## src/hseq_sync.sv

```systemverilog
// Homing sequencer package and the pin input filter
`timescale 1ns/1ns
`default_nettype none

package hseq_pkg;
    // ****************************************************
    // Method codes handled by this sequencer
    // ****************************************************
    localparam logic [7:0] METHOD_POT_INDEX = 8'h02;
    localparam logic [7:0] METHOD_FIRST = 8'h02;
    localparam logic [7:0] METHOD_LAST = 8'h09;
    localparam logic [7:0] METHOD_3 = 8'h03;
    localparam logic [7:0] METHOD_4 = 8'h04;
    localparam logic [7:0] METHOD_5 = 8'h05;
    localparam logic [7:0] METHOD_6 = 8'h06;
    localparam logic [7:0] METHOD_7 = 8'h07;
    localparam logic [7:0] METHOD_8 = 8'h08;
    localparam logic [7:0] METHOD_9 = 8'h09;

    // ****************************************************
    // Segment row: {forward, high speed, leave event[1:0]}
    // ****************************************************
    localparam int ROW_W = 4;
    localparam int ROWS = 5;
    localparam int ROW_DIR_BIT = 3;
    localparam int ROW_HIGH_BIT = 2;
    localparam logic [1:0] EVT_RISE = 2'h0;
    localparam logic [1:0] EVT_FALL = 2'h1;
    localparam logic [1:0] EVT_INDEX = 2'h2;
    localparam logic [3:0] SEG_FH_RISE = 4'hC;
    localparam logic [3:0] SEG_FL_RISE = 4'h8;
    localparam logic [3:0] SEG_FL_FALL = 4'h9;
    localparam logic [3:0] SEG_FL_INDEX = 4'hA;
    localparam logic [3:0] SEG_RH_RISE = 4'h4;
    localparam logic [3:0] SEG_RL_RISE = 4'h0;
    localparam logic [3:0] SEG_RL_FALL = 4'h1;
    localparam logic [3:0] SEG_RL_INDEX = 4'h2;
    localparam logic [3:0] SEG_NONE = 4'h0;

    // ****************************************************
    // Reset values
    // ****************************************************
    localparam logic [31:0] SPEED_RST = 32'h0000_0000;
    localparam logic [31:0] ACCEL_RST = 32'h0000_0001;
    localparam logic [2:0] SYNC_RST = 3'h0;

    typedef enum logic [2:0] {
        ST_IDLE,
        ST_SEEK,
        ST_TURN,
        ST_HALT,
        ST_DONE
    } hseq_state_t;
endpackage : hseq_pkg

// Three-stage pin filter: the level changes once stages two and three agree
module hseq_sync (
    // Clock and reset
    input wire logic clk,
    input wire logic rst,
    // Pin and filtered level
    input wire logic pin,
    output logic level
);
    logic [2:0] stage_q;

    always_ff @(posedge clk) begin
        if (rst) begin
            stage_q <= hseq_pkg::SYNC_RST;
        end else begin
            stage_q <= {stage_q[1:0], pin};
        end
    end

    // Only the later two stages are compared; the first one is metastable
    always_ff @(posedge clk) begin
        if (rst) begin
            level <= 1'b0;
        end else if (stage_q[1] == stage_q[2]) begin
            level <= stage_q[2];
        end
    end
endmodule : hseq_sync

`default_nettype wire

```

## src/hseq_top.sv

```systemverilog
// Homing sequencer for methods 2 to 9: direction, speed and stop on index
// What this block does
// RL1: Method 2 homes on the index pulse, decelerating at positive overtravel.
// RL2: Method 2, switch off: forward high, rise reverse low, index after fall.
// RL3: Method 2, switch on: reverse low, stop at index after its fall.
// RL4: Method 3 as method 2 but using the home switch.
// RL5: Method 4: reach home switch, reverse, forward low, index after rise.
// RL6: Method 5: reverse high, forward low after rise, index after fall.
// RL7: Method 6: reverse high, forward low, then reverse low, index after rise.
// RL8: Method 7, no limit: forward high, reverse low, index after fall.
// RL9: Method 7 limit hit: reverse high, low, forward, reverse, index after fall.
// RL10: Method 7, switch on: reverse low, stop at index after fall.
// RL11: Method 8, no limit: forward high, reverse low, forward, index after rise.
// RL12: Method 8 limit hit: reverse high, low, forward low, index after rise.
// RL13: Method 9, no limit: forward high then low, reverse, index after rise.
// RL14: Method 9 limit hit: reverse, forward low, reverse low, index after rise.
// RL15: Method 9, switch on: forward low, reverse, index after next rise.
// RL16: High speed is switch search speed, low speed is index search speed.
// RL17: Homing acceleration is clamped to the acceleration ceiling.
// RL18: Start level picks the branch; a limit hit is latched for its branch.
// RL19: Decelerate before each reversal; complete only once stopped on index.
`timescale 1ns/1ns
`default_nettype none

module hseq_top (
    // Clock and reset
    input wire logic clk,
    input wire logic rst,
    // Homing command and settings
    input wire logic homing_start,
    input wire logic homing_abort,
    input wire logic [7:0] homing_method_select,
    input wire logic [31:0] switch_search_speed,
    input wire logic [31:0] index_search_speed,
    input wire logic [31:0] homing_acceleration,
    input wire logic [31:0] acceleration_ceiling,
    // Machine pins
    input wire logic positive_overtravel_switch,
    input wire logic home_switch,
    input wire logic encoder_index,
    // Motion feedback from the profile generator
    input wire logic motor_stopped,
    // Motion command
    output logic motion_forward,
    output logic speed_is_high,
    output logic [31:0] speed_command,
    output logic [31:0] accel_command,
    // Status
    output logic homing_busy,
    output logic homing_complete,
    output logic method_error
);
    // ****************************************************
    // Pin filters and edges
    // ****************************************************
    logic pot_lvl;
    logic home_lvl;
    logic index_lvl;
    logic pot_prev_q;
    logic home_prev_q;
    logic index_prev_q;

    hseq_sync u_sync_pot (
        .clk(clk),
        .rst(rst),
        .pin(positive_overtravel_switch),
        .level(pot_lvl)
    );

    hseq_sync u_sync_home (
        .clk(clk),
        .rst(rst),
        .pin(home_switch),
        .level(home_lvl)
    );

    hseq_sync u_sync_index (
        .clk(clk),
        .rst(rst),
        .pin(encoder_index),
        .level(index_lvl)
    );

    always_ff @(posedge clk) begin
        if (rst) begin
            pot_prev_q <= 1'b0;
            home_prev_q <= 1'b0;
            index_prev_q <= 1'b0;
        end else begin
            pot_prev_q <= pot_lvl;
            home_prev_q <= home_lvl;
            index_prev_q <= index_lvl;
        end
    end

    logic pot_rise;
    logic index_rise;
    assign pot_rise = pot_lvl & ~pot_prev_q;
    assign index_rise = index_lvl & ~index_prev_q;

    // ****************************************************
    // Segment tables
    // ****************************************************
    // Returns up to five segments, first segment in the low nibble
    function automatic logic [19:0] seg_table(
        input logic [7:0] method,
        input logic active,
        input logic limit
    );
        logic [19:0] t;
        t = '0;
        case (method)
            hseq_pkg::METHOD_POT_INDEX,
            hseq_pkg::METHOD_3: begin
                if (active) begin
                    t = {hseq_pkg::SEG_NONE, hseq_pkg::SEG_NONE,
                        hseq_pkg::SEG_NONE, hseq_pkg::SEG_RL_INDEX,
                        hseq_pkg::SEG_RL_FALL}; // [RL3] [RL4]
                end else begin
                    t = {hseq_pkg::SEG_NONE, hseq_pkg::SEG_NONE,
                        hseq_pkg::SEG_RL_INDEX, hseq_pkg::SEG_RL_FALL,
                        hseq_pkg::SEG_FH_RISE}; // [RL1] [RL2] [RL4]
                end
            end
            hseq_pkg::METHOD_4: begin
                if (active) begin
                    t = {hseq_pkg::SEG_NONE, hseq_pkg::SEG_NONE,
                        hseq_pkg::SEG_FL_INDEX, hseq_pkg::SEG_FL_RISE,
                        hseq_pkg::SEG_RL_FALL}; // [RL5]
                end else begin
                    t = {hseq_pkg::SEG_NONE, hseq_pkg::SEG_FL_INDEX,
                        hseq_pkg::SEG_FL_RISE, hseq_pkg::SEG_RL_FALL,
                        hseq_pkg::SEG_FH_RISE}; // [RL5]
                end
            end
            hseq_pkg::METHOD_5: begin
                if (active) begin
                    t = {hseq_pkg::SEG_NONE, hseq_pkg::SEG_NONE,
                        hseq_pkg::SEG_NONE, hseq_pkg::SEG_FL_INDEX,
                        hseq_pkg::SEG_FL_FALL}; // [RL6]
                end else begin
                    t = {hseq_pkg::SEG_NONE, hseq_pkg::SEG_NONE,
                        hseq_pkg::SEG_FL_INDEX, hseq_pkg::SEG_FL_FALL,
                        hseq_pkg::SEG_RH_RISE}; // [RL6]
                end
            end
            hseq_pkg::METHOD_6: begin
                if (active) begin
                    t = {hseq_pkg::SEG_NONE, hseq_pkg::SEG_NONE,
                        hseq_pkg::SEG_RL_INDEX, hseq_pkg::SEG_RL_RISE,
                        hseq_pkg::SEG_FL_FALL}; // [RL7]
                end else begin
                    t = {hseq_pkg::SEG_NONE, hseq_pkg::SEG_RL_INDEX,
                        hseq_pkg::SEG_RL_RISE, hseq_pkg::SEG_FL_FALL,
                        hseq_pkg::SEG_RH_RISE}; // [RL7]
                end
            end
            hseq_pkg::METHOD_7: begin
                if (active) begin
                    t = {hseq_pkg::SEG_NONE, hseq_pkg::SEG_NONE,
                        hseq_pkg::SEG_NONE, hseq_pkg::SEG_RL_INDEX,
                        hseq_pkg::SEG_RL_FALL}; // [RL10]
                end else if (limit) begin
                    t = {hseq_pkg::SEG_RL_INDEX, hseq_pkg::SEG_RL_FALL,
                        hseq_pkg::SEG_FL_RISE, hseq_pkg::SEG_RL_FALL,
                        hseq_pkg::SEG_RH_RISE}; // [RL9]
                end else begin
                    t = {hseq_pkg::SEG_NONE, hseq_pkg::SEG_NONE,
                        hseq_pkg::SEG_RL_INDEX, hseq_pkg::SEG_RL_FALL,
                        hseq_pkg::SEG_FH_RISE}; // [RL8]
                end
            end
            hseq_pkg::METHOD_8: begin
                if (active) begin
                    t = {hseq_pkg::SEG_NONE, hseq_pkg::SEG_NONE,
                        hseq_pkg::SEG_FL_INDEX, hseq_pkg::SEG_FL_RISE,
                        hseq_pkg::SEG_RL_FALL}; // [RL11]
                end else if (limit) begin
                    t = {hseq_pkg::SEG_NONE, hseq_pkg::SEG_FL_INDEX,
                        hseq_pkg::SEG_FL_RISE, hseq_pkg::SEG_RL_FALL,
                        hseq_pkg::SEG_RH_RISE}; // [RL12]
                end else begin
                    t = {hseq_pkg::SEG_NONE, hseq_pkg::SEG_FL_INDEX,
                        hseq_pkg::SEG_FL_RISE, hseq_pkg::SEG_RL_FALL,
                        hseq_pkg::SEG_FH_RISE}; // [RL11]
                end
            end
            hseq_pkg::METHOD_9: begin
                if (active) begin
                    t = {hseq_pkg::SEG_NONE, hseq_pkg::SEG_NONE,
                        hseq_pkg::SEG_RL_INDEX, hseq_pkg::SEG_RL_RISE,
                        hseq_pkg::SEG_FL_FALL}; // [RL15]
                end else if (limit) begin
                    t = {hseq_pkg::SEG_NONE, hseq_pkg::SEG_RL_INDEX,
                        hseq_pkg::SEG_RL_RISE, hseq_pkg::SEG_FL_FALL,
                        hseq_pkg::SEG_RH_RISE}; // [RL14]
                end else begin
                    t = {hseq_pkg::SEG_NONE, hseq_pkg::SEG_RL_INDEX,
                        hseq_pkg::SEG_RL_RISE, hseq_pkg::SEG_FL_FALL,
                        hseq_pkg::SEG_FH_RISE}; // [RL13]
                end
            end
            default: begin
                t = '0;
            end
        endcase
        return t;
    endfunction : seg_table

    // ****************************************************
    // Sequencer state
    // ****************************************************
    hseq_pkg::hseq_state_t state_q;
    hseq_pkg::hseq_state_t state_d;
    logic [19:0] rows_q;
    logic [7:0] method_q;
    logic active_q;
    logic limit_q;

    logic [3:0] row;
    logic row_fwd;
    logic [1:0] row_evt;
    logic dec_lvl;
    logic dec_prev;
    logic dec_rise;
    logic dec_fall;
    logic seg_end;
    logic start_ok;
    logic limit_branch;
    logic limit_hit;
    logic next_fwd;

    assign row = rows_q[hseq_pkg::ROW_W-1:0];
    assign row_fwd = row[hseq_pkg::ROW_DIR_BIT];
    assign row_evt = row[1:0];
    assign next_fwd = rows_q[hseq_pkg::ROW_W+hseq_pkg::ROW_DIR_BIT];

    // Method 2 watches the overtravel switch, all others the home switch
    assign dec_lvl = (method_q == hseq_pkg::METHOD_POT_INDEX) ?
        pot_lvl : home_lvl; // [RL1]
    assign dec_prev = (method_q == hseq_pkg::METHOD_POT_INDEX) ?
        pot_prev_q : home_prev_q;
    assign dec_rise = dec_lvl & ~dec_prev;
    assign dec_fall = ~dec_lvl & dec_prev;

    always_comb begin
        case (row_evt)
            hseq_pkg::EVT_RISE: seg_end = dec_rise;
            hseq_pkg::EVT_FALL: seg_end = dec_fall;
            hseq_pkg::EVT_INDEX: seg_end = index_rise;
            default: seg_end = 1'b0;
        endcase
    end

    assign start_ok = homing_start &&
        homing_method_select >= hseq_pkg::METHOD_FIRST &&
        homing_method_select <= hseq_pkg::METHOD_LAST;

    // Limit only counts during the first forward search of methods 7 to 9
    assign limit_branch = method_q >= hseq_pkg::METHOD_7 && !active_q &&
        !limit_q && row == hseq_pkg::SEG_FH_RISE;
    assign limit_hit = state_q == hseq_pkg::ST_SEEK && limit_branch &&
        pot_rise; // [RL18]

    always_comb begin
        state_d = state_q;
        case (state_q)
            hseq_pkg::ST_IDLE,
            hseq_pkg::ST_DONE: begin
                if (start_ok) begin
                    state_d = hseq_pkg::ST_SEEK;
                end
            end
            hseq_pkg::ST_SEEK: begin
                if (limit_hit) begin
                    state_d = hseq_pkg::ST_TURN; // [RL19]
                end else if (seg_end && row_evt == hseq_pkg::EVT_INDEX) begin
                    state_d = hseq_pkg::ST_HALT; // [RL19]
                end else if (seg_end && next_fwd != row_fwd) begin
                    state_d = hseq_pkg::ST_TURN; // [RL19]
                end
            end
            hseq_pkg::ST_TURN: begin
                if (motor_stopped) begin
                    state_d = hseq_pkg::ST_SEEK;
                end
            end
            hseq_pkg::ST_HALT: begin
                if (motor_stopped) begin
                    state_d = hseq_pkg::ST_DONE; // [RL19]
                end
            end
            default: begin
                state_d = hseq_pkg::ST_IDLE;
            end
        endcase
        if (homing_abort) begin
            state_d = hseq_pkg::ST_IDLE;
        end
    end

    always_ff @(posedge clk) begin
        if (rst) begin
            state_q <= hseq_pkg::ST_IDLE;
        end else begin
            state_q <= state_d;
        end
    end

    // Branch choice: switch level taken at start, limit flag cleared there and latched on a hit
    always_ff @(posedge clk) begin
        if (rst) begin
            method_q <= 8'h00;
            active_q <= 1'b0;
            limit_q <= 1'b0;
            rows_q <= '0;
        end else if (state_d == hseq_pkg::ST_SEEK &&
                (state_q == hseq_pkg::ST_IDLE ||
                 state_q == hseq_pkg::ST_DONE)) begin
            method_q <= homing_method_select;
            active_q <= (homing_method_select == hseq_pkg::METHOD_POT_INDEX)
                ? pot_lvl : home_lvl; // [RL18]
            limit_q <= 1'b0;
            rows_q <= seg_table(homing_method_select,
                (homing_method_select == hseq_pkg::METHOD_POT_INDEX) ?
                pot_lvl : home_lvl, 1'b0);
        end else if (limit_hit && !homing_abort) begin
            limit_q <= 1'b1; // [RL18]
            rows_q <= seg_table(method_q, active_q, 1'b1);
        end else if (state_q == hseq_pkg::ST_SEEK && seg_end &&
                row_evt != hseq_pkg::EVT_INDEX) begin
            rows_q <= {hseq_pkg::SEG_NONE, rows_q[19:hseq_pkg::ROW_W]};
        end
    end

    // ****************************************************
    // Motion command outputs
    // ****************************************************
    // Speed drops to zero while turning or halting; the profile
    // generator ramps it down with the clamped acceleration.
    always_ff @(posedge clk) begin
        if (rst) begin
            motion_forward <= 1'b0;
            speed_is_high <= 1'b0;
            speed_command <= hseq_pkg::SPEED_RST;
        end else if (state_q == hseq_pkg::ST_SEEK &&
                state_d == hseq_pkg::ST_SEEK) begin
            motion_forward <= row_fwd;
            speed_is_high <= row[hseq_pkg::ROW_HIGH_BIT];
            speed_command <= row[hseq_pkg::ROW_HIGH_BIT] ?
                switch_search_speed : index_search_speed; // [RL16]
        end else begin
            speed_is_high <= 1'b0;
            speed_command <= hseq_pkg::SPEED_RST;
        end
    end

    always_ff @(posedge clk) begin
        if (rst) begin
            accel_command <= hseq_pkg::ACCEL_RST;
        end else if (homing_acceleration > acceleration_ceiling) begin
            accel_command <= acceleration_ceiling; // [RL17]
        end else begin
            accel_command <= homing_acceleration;
        end
    end

    // ****************************************************
    // Status
    // ****************************************************
    always_ff @(posedge clk) begin
        if (rst) begin
            homing_busy <= 1'b0;
            homing_complete <= 1'b0;
            method_error <= 1'b0;
        end else begin
            homing_busy <= state_d == hseq_pkg::ST_SEEK ||
                state_d == hseq_pkg::ST_TURN ||
                state_d == hseq_pkg::ST_HALT;
            homing_complete <= state_d == hseq_pkg::ST_DONE; // [RL19]
            if (homing_start) begin
                method_error <= !start_ok;
            end
        end
    end
endmodule : hseq_top

`default_nettype wire

```

## config.mk

```make
export PLATFORM = sky130hd
export DESIGN_NAME = hseq_top
export DESIGN_NICKNAME = d
export VERILOG_FILES = /design/src/hseq_sync.sv /design/src/hseq_top.sv
export SDC_FILE = /design/constraint.sdc
export NUM_CORES = 1
export LEC_CHECK = 0
export ABC_AREA = 1
export ABC_CLOCK_PERIOD_IN_PS = 1800
export BUFFER_PORTS_ARGS = -buffer_cell sky130_fd_sc_hd__buf_2
export CELL_PAD_IN_SITES_DETAIL_PLACEMENT = 1
export CELL_PAD_IN_SITES_GLOBAL_PLACEMENT = 2
export CORE_MARGIN = 10
export CORE_UTILIZATION = 23
export DETAILED_ROUTE_END_ITERATION = 10
export GPL_TIMING_DRIVEN = 0
export PLACE_DENSITY_LB_ADDON = 0.1
export SETUP_SLACK_MARGIN = 0.5
export SYNTH_ARGS = -nofsm -noshare
export SYNTH_HDL_FRONTEND = slang
export SYNTH_SLANG_ARGS = --single-unit
```

## constraint.sdc

```tcl
create_clock -name clk -period 1.8 [get_ports clk]
set_input_delay 0.27 -clock clk [delete_from_list [all_inputs] [get_ports clk]]
set_output_delay 0.27 -clock clk [all_outputs]
set_load 0.01 [all_outputs]
```

==> metrics.md, run 1 <==
| Metric | Value |
|---|---|
| P_int | 0.004068 W |
| Final period utilization | 123.4% |
| Post-route cell area | 8536 µm² |
| Placement Setup Slack | -831.8 ps |
| Max-Cap Viols | 0 |
| Slew @ Worst Pin | roughly 820 ps |
| Fin worst setup slack | -420.7 ps |
| CTS tree | built |
| Post-synthesis register bit count | 110 |
| Mean Syn Cell Area | 7.171 µm² |
| Worst setup path category | flip-flop to flip-flop |
| Distinct cell type count after synthesis | 40 |
| Share of layout cells above drive strength 1 | between 40% and 50% |
| Remaining antenna violation count | 0 |
| Tmin final | 2221 ps |
| FP Rows | 55 |
| Clk_lat worst skew | 360 ps |
| Final net count | 1178 |
| Worst-path clk slew | 80 ps |
| H-tree depth | 3 |
| Top Ports | 213 |
| PortBufs | between 200 and 250 |
| Clk_skew | approximately 10 ps |
| Initial drt markers | 172 |
| Global route overflow | 0 |
| 1st-pass router iterations | 4 |
| Placed cell area | roughly 6900 µm² |
| Combinational power share | about a fifth |
| Clk sink count | 110 |
| Starting density of the core | 23.44% |
| Worst setup SP type | flip-flop |
| Peak VDD IR | approximately 0.40 mV |
| Syn Inst Count | 740 |
| GPL Wtd Cong | 0.7321 |
| Final WL | 21.63 mm |
| DRC errors left | 0 |
| Violated checks | negative setup slack |
| Die area | 29550 µm² |
| Post-synth design cell area | 5306 µm² |
| Die Wd | 171.9 µm |
| Layout fillers | 2788 |
| WP data required | 2050 ps |
| Post-synth net total | 916 |
| Core footprint | 22640 µm² |
| Clock root buffer | clkbuf_16 |
| Total power | approximately 0.0057 W |
| Sw frac | 28.76% |
| First-pass GRT wire length | around 33 mm |
| Hold Path Class | primary input to flip-flop |
| Initial antenna violation count | 2 |
| LEAKAGE | 4.126 nW |
| Fmax achieved | approximately 450 MHz |
| GRT Overall Usage | 14.07% |
| Post-DP HPWL | 16.33 mm |
| Fin. Hold Viols | 0 |
| Cts bufs inserted | 9 |
| Number of hold buffers added after CTS | 0 |
| Per-cell routed wire length | 16.73 µm |
| Detailed-route via count | 5758 |
| Max Buffers Root-to-Sink | 2 |
| Vias in the first global route | 6199 |
| Fin util | 37.70% |
| Synthesis warning total | 0 |
| Sequential fraction of the synthesis area | 41.50% |
| Outcome | finished with violations |
| Final count of pins violating max slew | 0 |
| Die Y | 171.9 µm |
| Clk pwr share | between 30% and 40% |
| Register-to-register setup slack | -420 ps |
| Via-per-instance ratio | 4.453 |
| Power density over the cells | 669.1 nW/µm² |
| WP data arrival | 2470 ps |
| Sequential share of power | 44.5% |
| Crit-path max FO | 6 |
| # setup viols final | 60 |
| P_sw | 0.001642 W |
| RSZ-0062 raised after global routing | yes |
| Relative slew slack | ~46% |
| P&R area growth vs syn | 60.86% |
| Largest net degree at the start of global routing | 19 |
| Worst Setup End Kind | flip-flop |
## metrics by stage
step                      hold WS [ps]  setup TNS [ps]  std cells
after floorplan                  352.8           -2460        740
after global placement           404.6          -55440       1237
after detailed placement         398.9          -55060       1237
after CTS                        101.8          -15930       1278
after global routing             125.3          -30040       1292
final                            117.0          -20530       1293
## critical path, stage by stage (launching register included)
cell and delay (ps):
dfxtp_2 340, inv_2 70, nand2_2 70, nor2_4 140
buf_6 130, nand3_1 90, nand2_1 100, nand3_2 70
nand3_2 90, nand2_2 70, nand2_1 70, nand2_1 60
nand2_2 70, nand2_4 70, nand3_4 170, buf_6 150
clkinv_8 60, nand2_4 60, nand2_2 60, nor2_2 100
nor2_1 50
## cell usage after synthesis
master	count	area, µm²
a21oi_1	98	490.5
nor2_1	70	262.8
a21boi_0	1	7.510
inv_1	98	367.9
o21ai_1	5	25.02
o21ai_2	1	8.760
nor3_2	1	10.01
nor3_1	3	15.01
and3_1	1	6.260
a21oi_4	1	16.27
clkbuf_1	20	75.07
nor2_2	1	6.260
xor2_1	1	8.760
a311oi_1	1	8.760
o32ai_1	1	8.760
o21a_1	1	7.510
o22ai_1	2	12.51
o21ai_0	45	225.2
buf_6	3	33.78
nand2_1	163	611.8
nand3_2	2	20.02
nand4_1	17	106.4
a31o_2	1	8.760
buf_2	6	30.03
a31oi_1	2	12.51
nor2_4	1	11.26
ha_1	32	400.4
nand3_1	29	145.1
nor3_4	1	16.27
a211oi_1	3	22.52
inv_2	4	15.01
dfxtp_1	110	2202
o211ai_1	4	30.03
clkinv_1	2	7.510
o221ai_1	1	8.760
nand4_2	1	12.51
buf_1	1	3.750
o2111ai_1	3	26.28
nand2_2	2	12.51
and2_1	1	6.260
## power by group through the flow
stage,clock network (W),logic (W),registers [W]
after floorplan,0,0.000393,0.00264
after global placement,0,0.000821,0.00260
after detailed placement,0,0.000824,0.00260
after CTS,0.00218,0.00102,0.00254
after global routing,0.00227,0.00124,0.00255
final,0.00206,0.00111,0.00254
## layout make-up
cell class	instances	area [µm²]	area share [%]
flip-flops and latches	110	2208	25.87
repair inverters	1	11.26	0.1319
inverters	104	440.4	5.160
clock buffers	11	252.7	2.961
diodes	1	2.502	0.02932
well taps	285	356.6	4.178
repair buffers	250	1541	18.06
plain buffers	30	310.3	3.635
multi-input cells	496	3371	39.49
clock inverters	5	41.29	0.4837
## kinds of logic after synthesis
| kind of cell | Yosys count | share of synthesized area [%] |
|---|---|---|
| AND/OR/NAND/NOR | 293 | 23.41 |
| flip-flops | 110 | 41.50 |
| XOR/XNOR | 1 | 0.1651 |
| buffers and inverters | 134 | 10.04 |
| AO/OA/AOI/OAI | 170 | 17.33 |
| adder cells (fa/ha/maj) | 32 | 7.545 |
## final timing paths
kind | startpoint | to | cells past startpoint
worst max-delay path | method_q[2] | rows_q[0] | 20
worst min-delay path | encoder_index | u_sync_index.stage_q[0] | 3
worst max register to register | method_q[2] | rows_q[0] | 20
worst min register to register | u_sync_pot.stage_q[0] | u_sync_pot.stage_q[1] | 2
## layout by cell type, fill, tap and decap left out, types with 7 or more instances in the layout
cell / count
o21ai_2: 29
dfxtp_1: 105
inv_1: 81
nand3_2: 8
nor2_2: 10
buf_6: 17
nor2_1: 57
nand2_2: 24
nand3_1: 17
nand2_4: 8
o21ai_4: 7
clkbuf_1: 12
buf_4: 20
clkbuf_16: 18
nand2_1: 133
a21oi_2: 45
inv_2: 17
o21ai_0: 7
o21ai_1: 8
a21oi_1: 52
nand4_1: 17
buf_2: 208
ha_4: 9
ha_1: 23
## routing by layer
| layer | GRT usage, % | vias up | wire [µm] |
|---|---|---|---|
| met5 | 0 | - | 9 |
| met2 | 25.13 | 125 | 11040 |
| met4 | 2.961 | 2 | 178 |
| met1 | 15.48 | 2676 | 8802 |
| li1 | - | 2941 | - |
| met3 | 5.335 | 14 | 1605 |
## state kept, by name, summed over array words and instances, names as in the netlist
name	count
accel_command	32
speed_command	32
rows_q	13
method_q	8
state_q	3
u_sync_home.stage_q	3
u_sync_index.stage_q	3
u_sync_pot.stage_q	3
active_q	1
home_prev_q	1
homing_busy	1
homing_complete	1
index_prev_q	1
limit_q	1
method_error	1
motion_forward	1
pot_prev_q	1
speed_is_high	1
u_sync_home.level	1
u_sync_index.level	1
u_sync_pot.level	1
## repair_timing
| action | 4_1_cts | 5_1_grt |
|---|---|---|
| gates cloned | 5 | 4 |
| gates resized for setup | 131 | 110 |
| hold endpoints to repair | 0 | 0 |
| buffers inserted | 20 | 10 |
| pin swaps | 30 | 40 |
| endpoints found under the setup margin | 94 | 95 |
Note: power is estimated with default switching activity, not from simulation.
==> run 2, diff against run 1 <==
--- a/config.mk
+++ b/config.mk
@@ -7,12 +7,12 @@
 export LEC_CHECK = 0
 export ABC_AREA = 1
 export ABC_CLOCK_PERIOD_IN_PS = 1800
-export BUFFER_PORTS_ARGS = -buffer_cell sky130_fd_sc_hd__buf_2
 export CELL_PAD_IN_SITES_DETAIL_PLACEMENT = 1
 export CELL_PAD_IN_SITES_GLOBAL_PLACEMENT = 2
-export CORE_MARGIN = 10
-export CORE_UTILIZATION = 23
+export CORE_MARGIN = 3
+export CORE_UTILIZATION = 30
 export DETAILED_ROUTE_END_ITERATION = 10
+export DONT_BUFFER_PORTS = 1
 export GPL_TIMING_DRIVEN = 0
 export PLACE_DENSITY_LB_ADDON = 0.1
 export SETUP_SLACK_MARGIN = 0.5
==> metrics.md, run 2 (synthesized netlist as in run 1, its figures left out) <==
| Metric | Value |
|---|---|
| WP data required | about 2100 ps |
| CTS tree | built |
| Met2 track demand over resource | 37.20% |
| Clk_skew | 12.45 ps |
| Fin util | 45.35% |
| Met3 Use GR | under 10% |
| Sum Neg Setup Slack | -21740 ps |
| Final antenna diode count | 0 |
| Final period utilization | 125.5% |
| Slowest cell delay on critical path | 320 ps |
| Detailed-route via count | 5217 |
| CP dominant cell by count | nand2_2 |
| Crit-path max FO | 6 |
| Crit-path cells | inv_2, nand2_2, nor2_4, buf_12, nand2_4, nand2_1, nand2_2, nand3_2, nand3_2, nand2_2, nand2_2, a21oi_4, nand3_4, buf_8, nand3_1, nand2_1, nor2_2, nor2_1 |
| Worst hold stages | 2 |
| Relative slew slack | 41.30% |
| Via-per-instance ratio | 5.080 |
| 1st-pass router iterations | 4 |
| Post-route cell area | about 7700 µm² |
| Initial drt markers | 113 |
| Tmin final | 2259 ps |
| Commonest non-fill, non-tap cells in the layout | 125 x nand2_1, 104 x dfxtp_1, 76 x inv_1, 62 x a21oi_2, 57 x nor2_1 |
| Outcome | finished with violations |
| Worst setup path category | flip-flop to flip-flop |
| Hold Path Class | primary input to flip-flop |
| Slew @ Worst Pin | 880.4 ps |
| Layout fillers | 1994 |
| Most common cell after layout, fill and taps aside | nand2_1 |
| GRT Overall Usage | 19.17% |
| Fin worst setup slack | -458.8 ps |
| Final net count | 978 |
| Worst Setup End Kind | flip-flop |
| Die area | 19320 µm² |
| Cts bufs inserted | 9 |
| Most Crowded Layer GR | met2 |
| Top Ports | 213 |
| FP Rows | 47 |
| Fmax achieved | approximately 440 MHz |
| Per-cell routed wire length | 19.03 µm |
| Worst setup SP type | flip-flop |
| Max Buffers Root-to-Sink | 2 |
| Final count of pins violating max slew | 0 |
| RSZ-0062 raised after global routing | yes |
| Power density over the cells | 705.1 nW/µm² |
| Clock root buffer | clkbuf_16 |
| Worst-path clk slew | 80 ps |
| Vias in the first global route | 5826 |
| Global route overflow | 0 |
| Core footprint | 16940 µm² |
| Starting density of the core | 31.33% |
| Clk sink count | 110 |
| First-pass GRT wire length | 29.91 mm |
| Clk_lat worst skew | 360 ps |
| R2R depth | 18 |
| PortBufs | 0 |
| Initial antenna violation count | 0 |
| Final WL | 19.55 mm |
| Placed cell area | about 5800 µm² |
| GPL Wtd Cong | a little over 0.8 |
| # setup viols final | 60 |
| Die Y | approximately 140 µm |
| Violated checks | negative setup slack |
| Max-Cap Viols | 0 |
| Total power | 0.005415 W |
| H-tree depth | 3 |
| Share of layout cells above drive strength 1 | 38.79% |
| LEAKAGE | 3.204 nW |
| WP data arrival | around 2500 ps |
| Hold WS | 10.54 ps |
| DRC errors left | 0 |
| Peak VDD IR | 0.4379 mV |
| Largest registers | accel_command: 32 flops, speed_command: 32 flops, rows_q: 13 flops |
| Remaining antenna violation count | 0 |
| Fin. Hold Viols | 0 |
| Die Wd | 139.0 µm |
| CP max-delay cell | dfxtp_2 |
| Post-DP HPWL | 14.01 mm |
| Largest net degree at the start of global routing | 20 |
| Grt met1 use | between 10% and 20% |
| P&R area growth vs syn | 44.73% |
## run 2: changes by cell type in the layout (fill, tap and decap cells not counted), sizes merged
cell	before	now
buf	255	58
clkbuf	36	31
clkinv	4	7
diode	1	0
dlygate4sd3	0	1
inv	105	103
## run 2: power breakdown
group | internal (W) | switching, W | leakage [nW]
logic | 0.000375 | 0.000455 | 2.16
clock network | 0.000967 | 0.00102 | 0.140
registers | 0.00252 | 0.0000814 | 0.901
## run 2: metrics by stage
stage          worst slack (ps)  cells
6_report                 -458.8   1027
5_1_grt                  -606.0   1027
4_1_cts                  -379.0   1007
3_5_place_dp             -748.0    960
3_3_place_gp             -631.5    960
2_1_floorplan            -80.91    740
## run 2: timing repair
item,in CTS,in global routing
hold buffers,1,0
buffers inserted,23,18
resized for setup,143,136
cloned,7,2
endpoints found under the hold margin,1,0
pin swaps,39,22
endpoints found under the setup margin,92,94
## run 2: critical path, delay by kind of cell, from the launching register on
kind,cells,cell delay [ps]
and+or+nand+nor,14,1220
buffers and inverters,3,370
DFF,1,320
AOI/OAI and AO/OA,1,210
## run 2: layer usage
layer	vias to the layer above	routed length, µm
met1	2548	7212
met4	0	279
met2	114	10820
met3	17	1233
li1	2538	-
met5	-	0
## run 2: cell type report
class	count	area, µm²	share of cell area [%]
tap	220	275.3	3.584
clock inverter	6	56.30	0.7331
timing repair inverter	1	8.758	0.1140
sequential	110	2210	28.77
clock buffer	10	229.0	2.981
buffer	30	300.3	3.910
multi-input combinational	496	3571	46.50
inverter	104	457.9	5.963
timing repair buffer	50	571.8	7.445
## run 2: worst paths after layout
| kind | startpoint | end | slack, ps |
|---|---|---|---|
| worst max-delay path | method_q[7] | rows_q[0] | -460 |
| worst min-delay path | positive_overtravel_switch | u_sync_pot.stage_q[0] | 10 |
| worst min register to register | u_sync_index.stage_q[0] | u_sync_index.stage_q[1] | 410 |
| worst max register to register | method_q[7] | rows_q[0] | -460 |
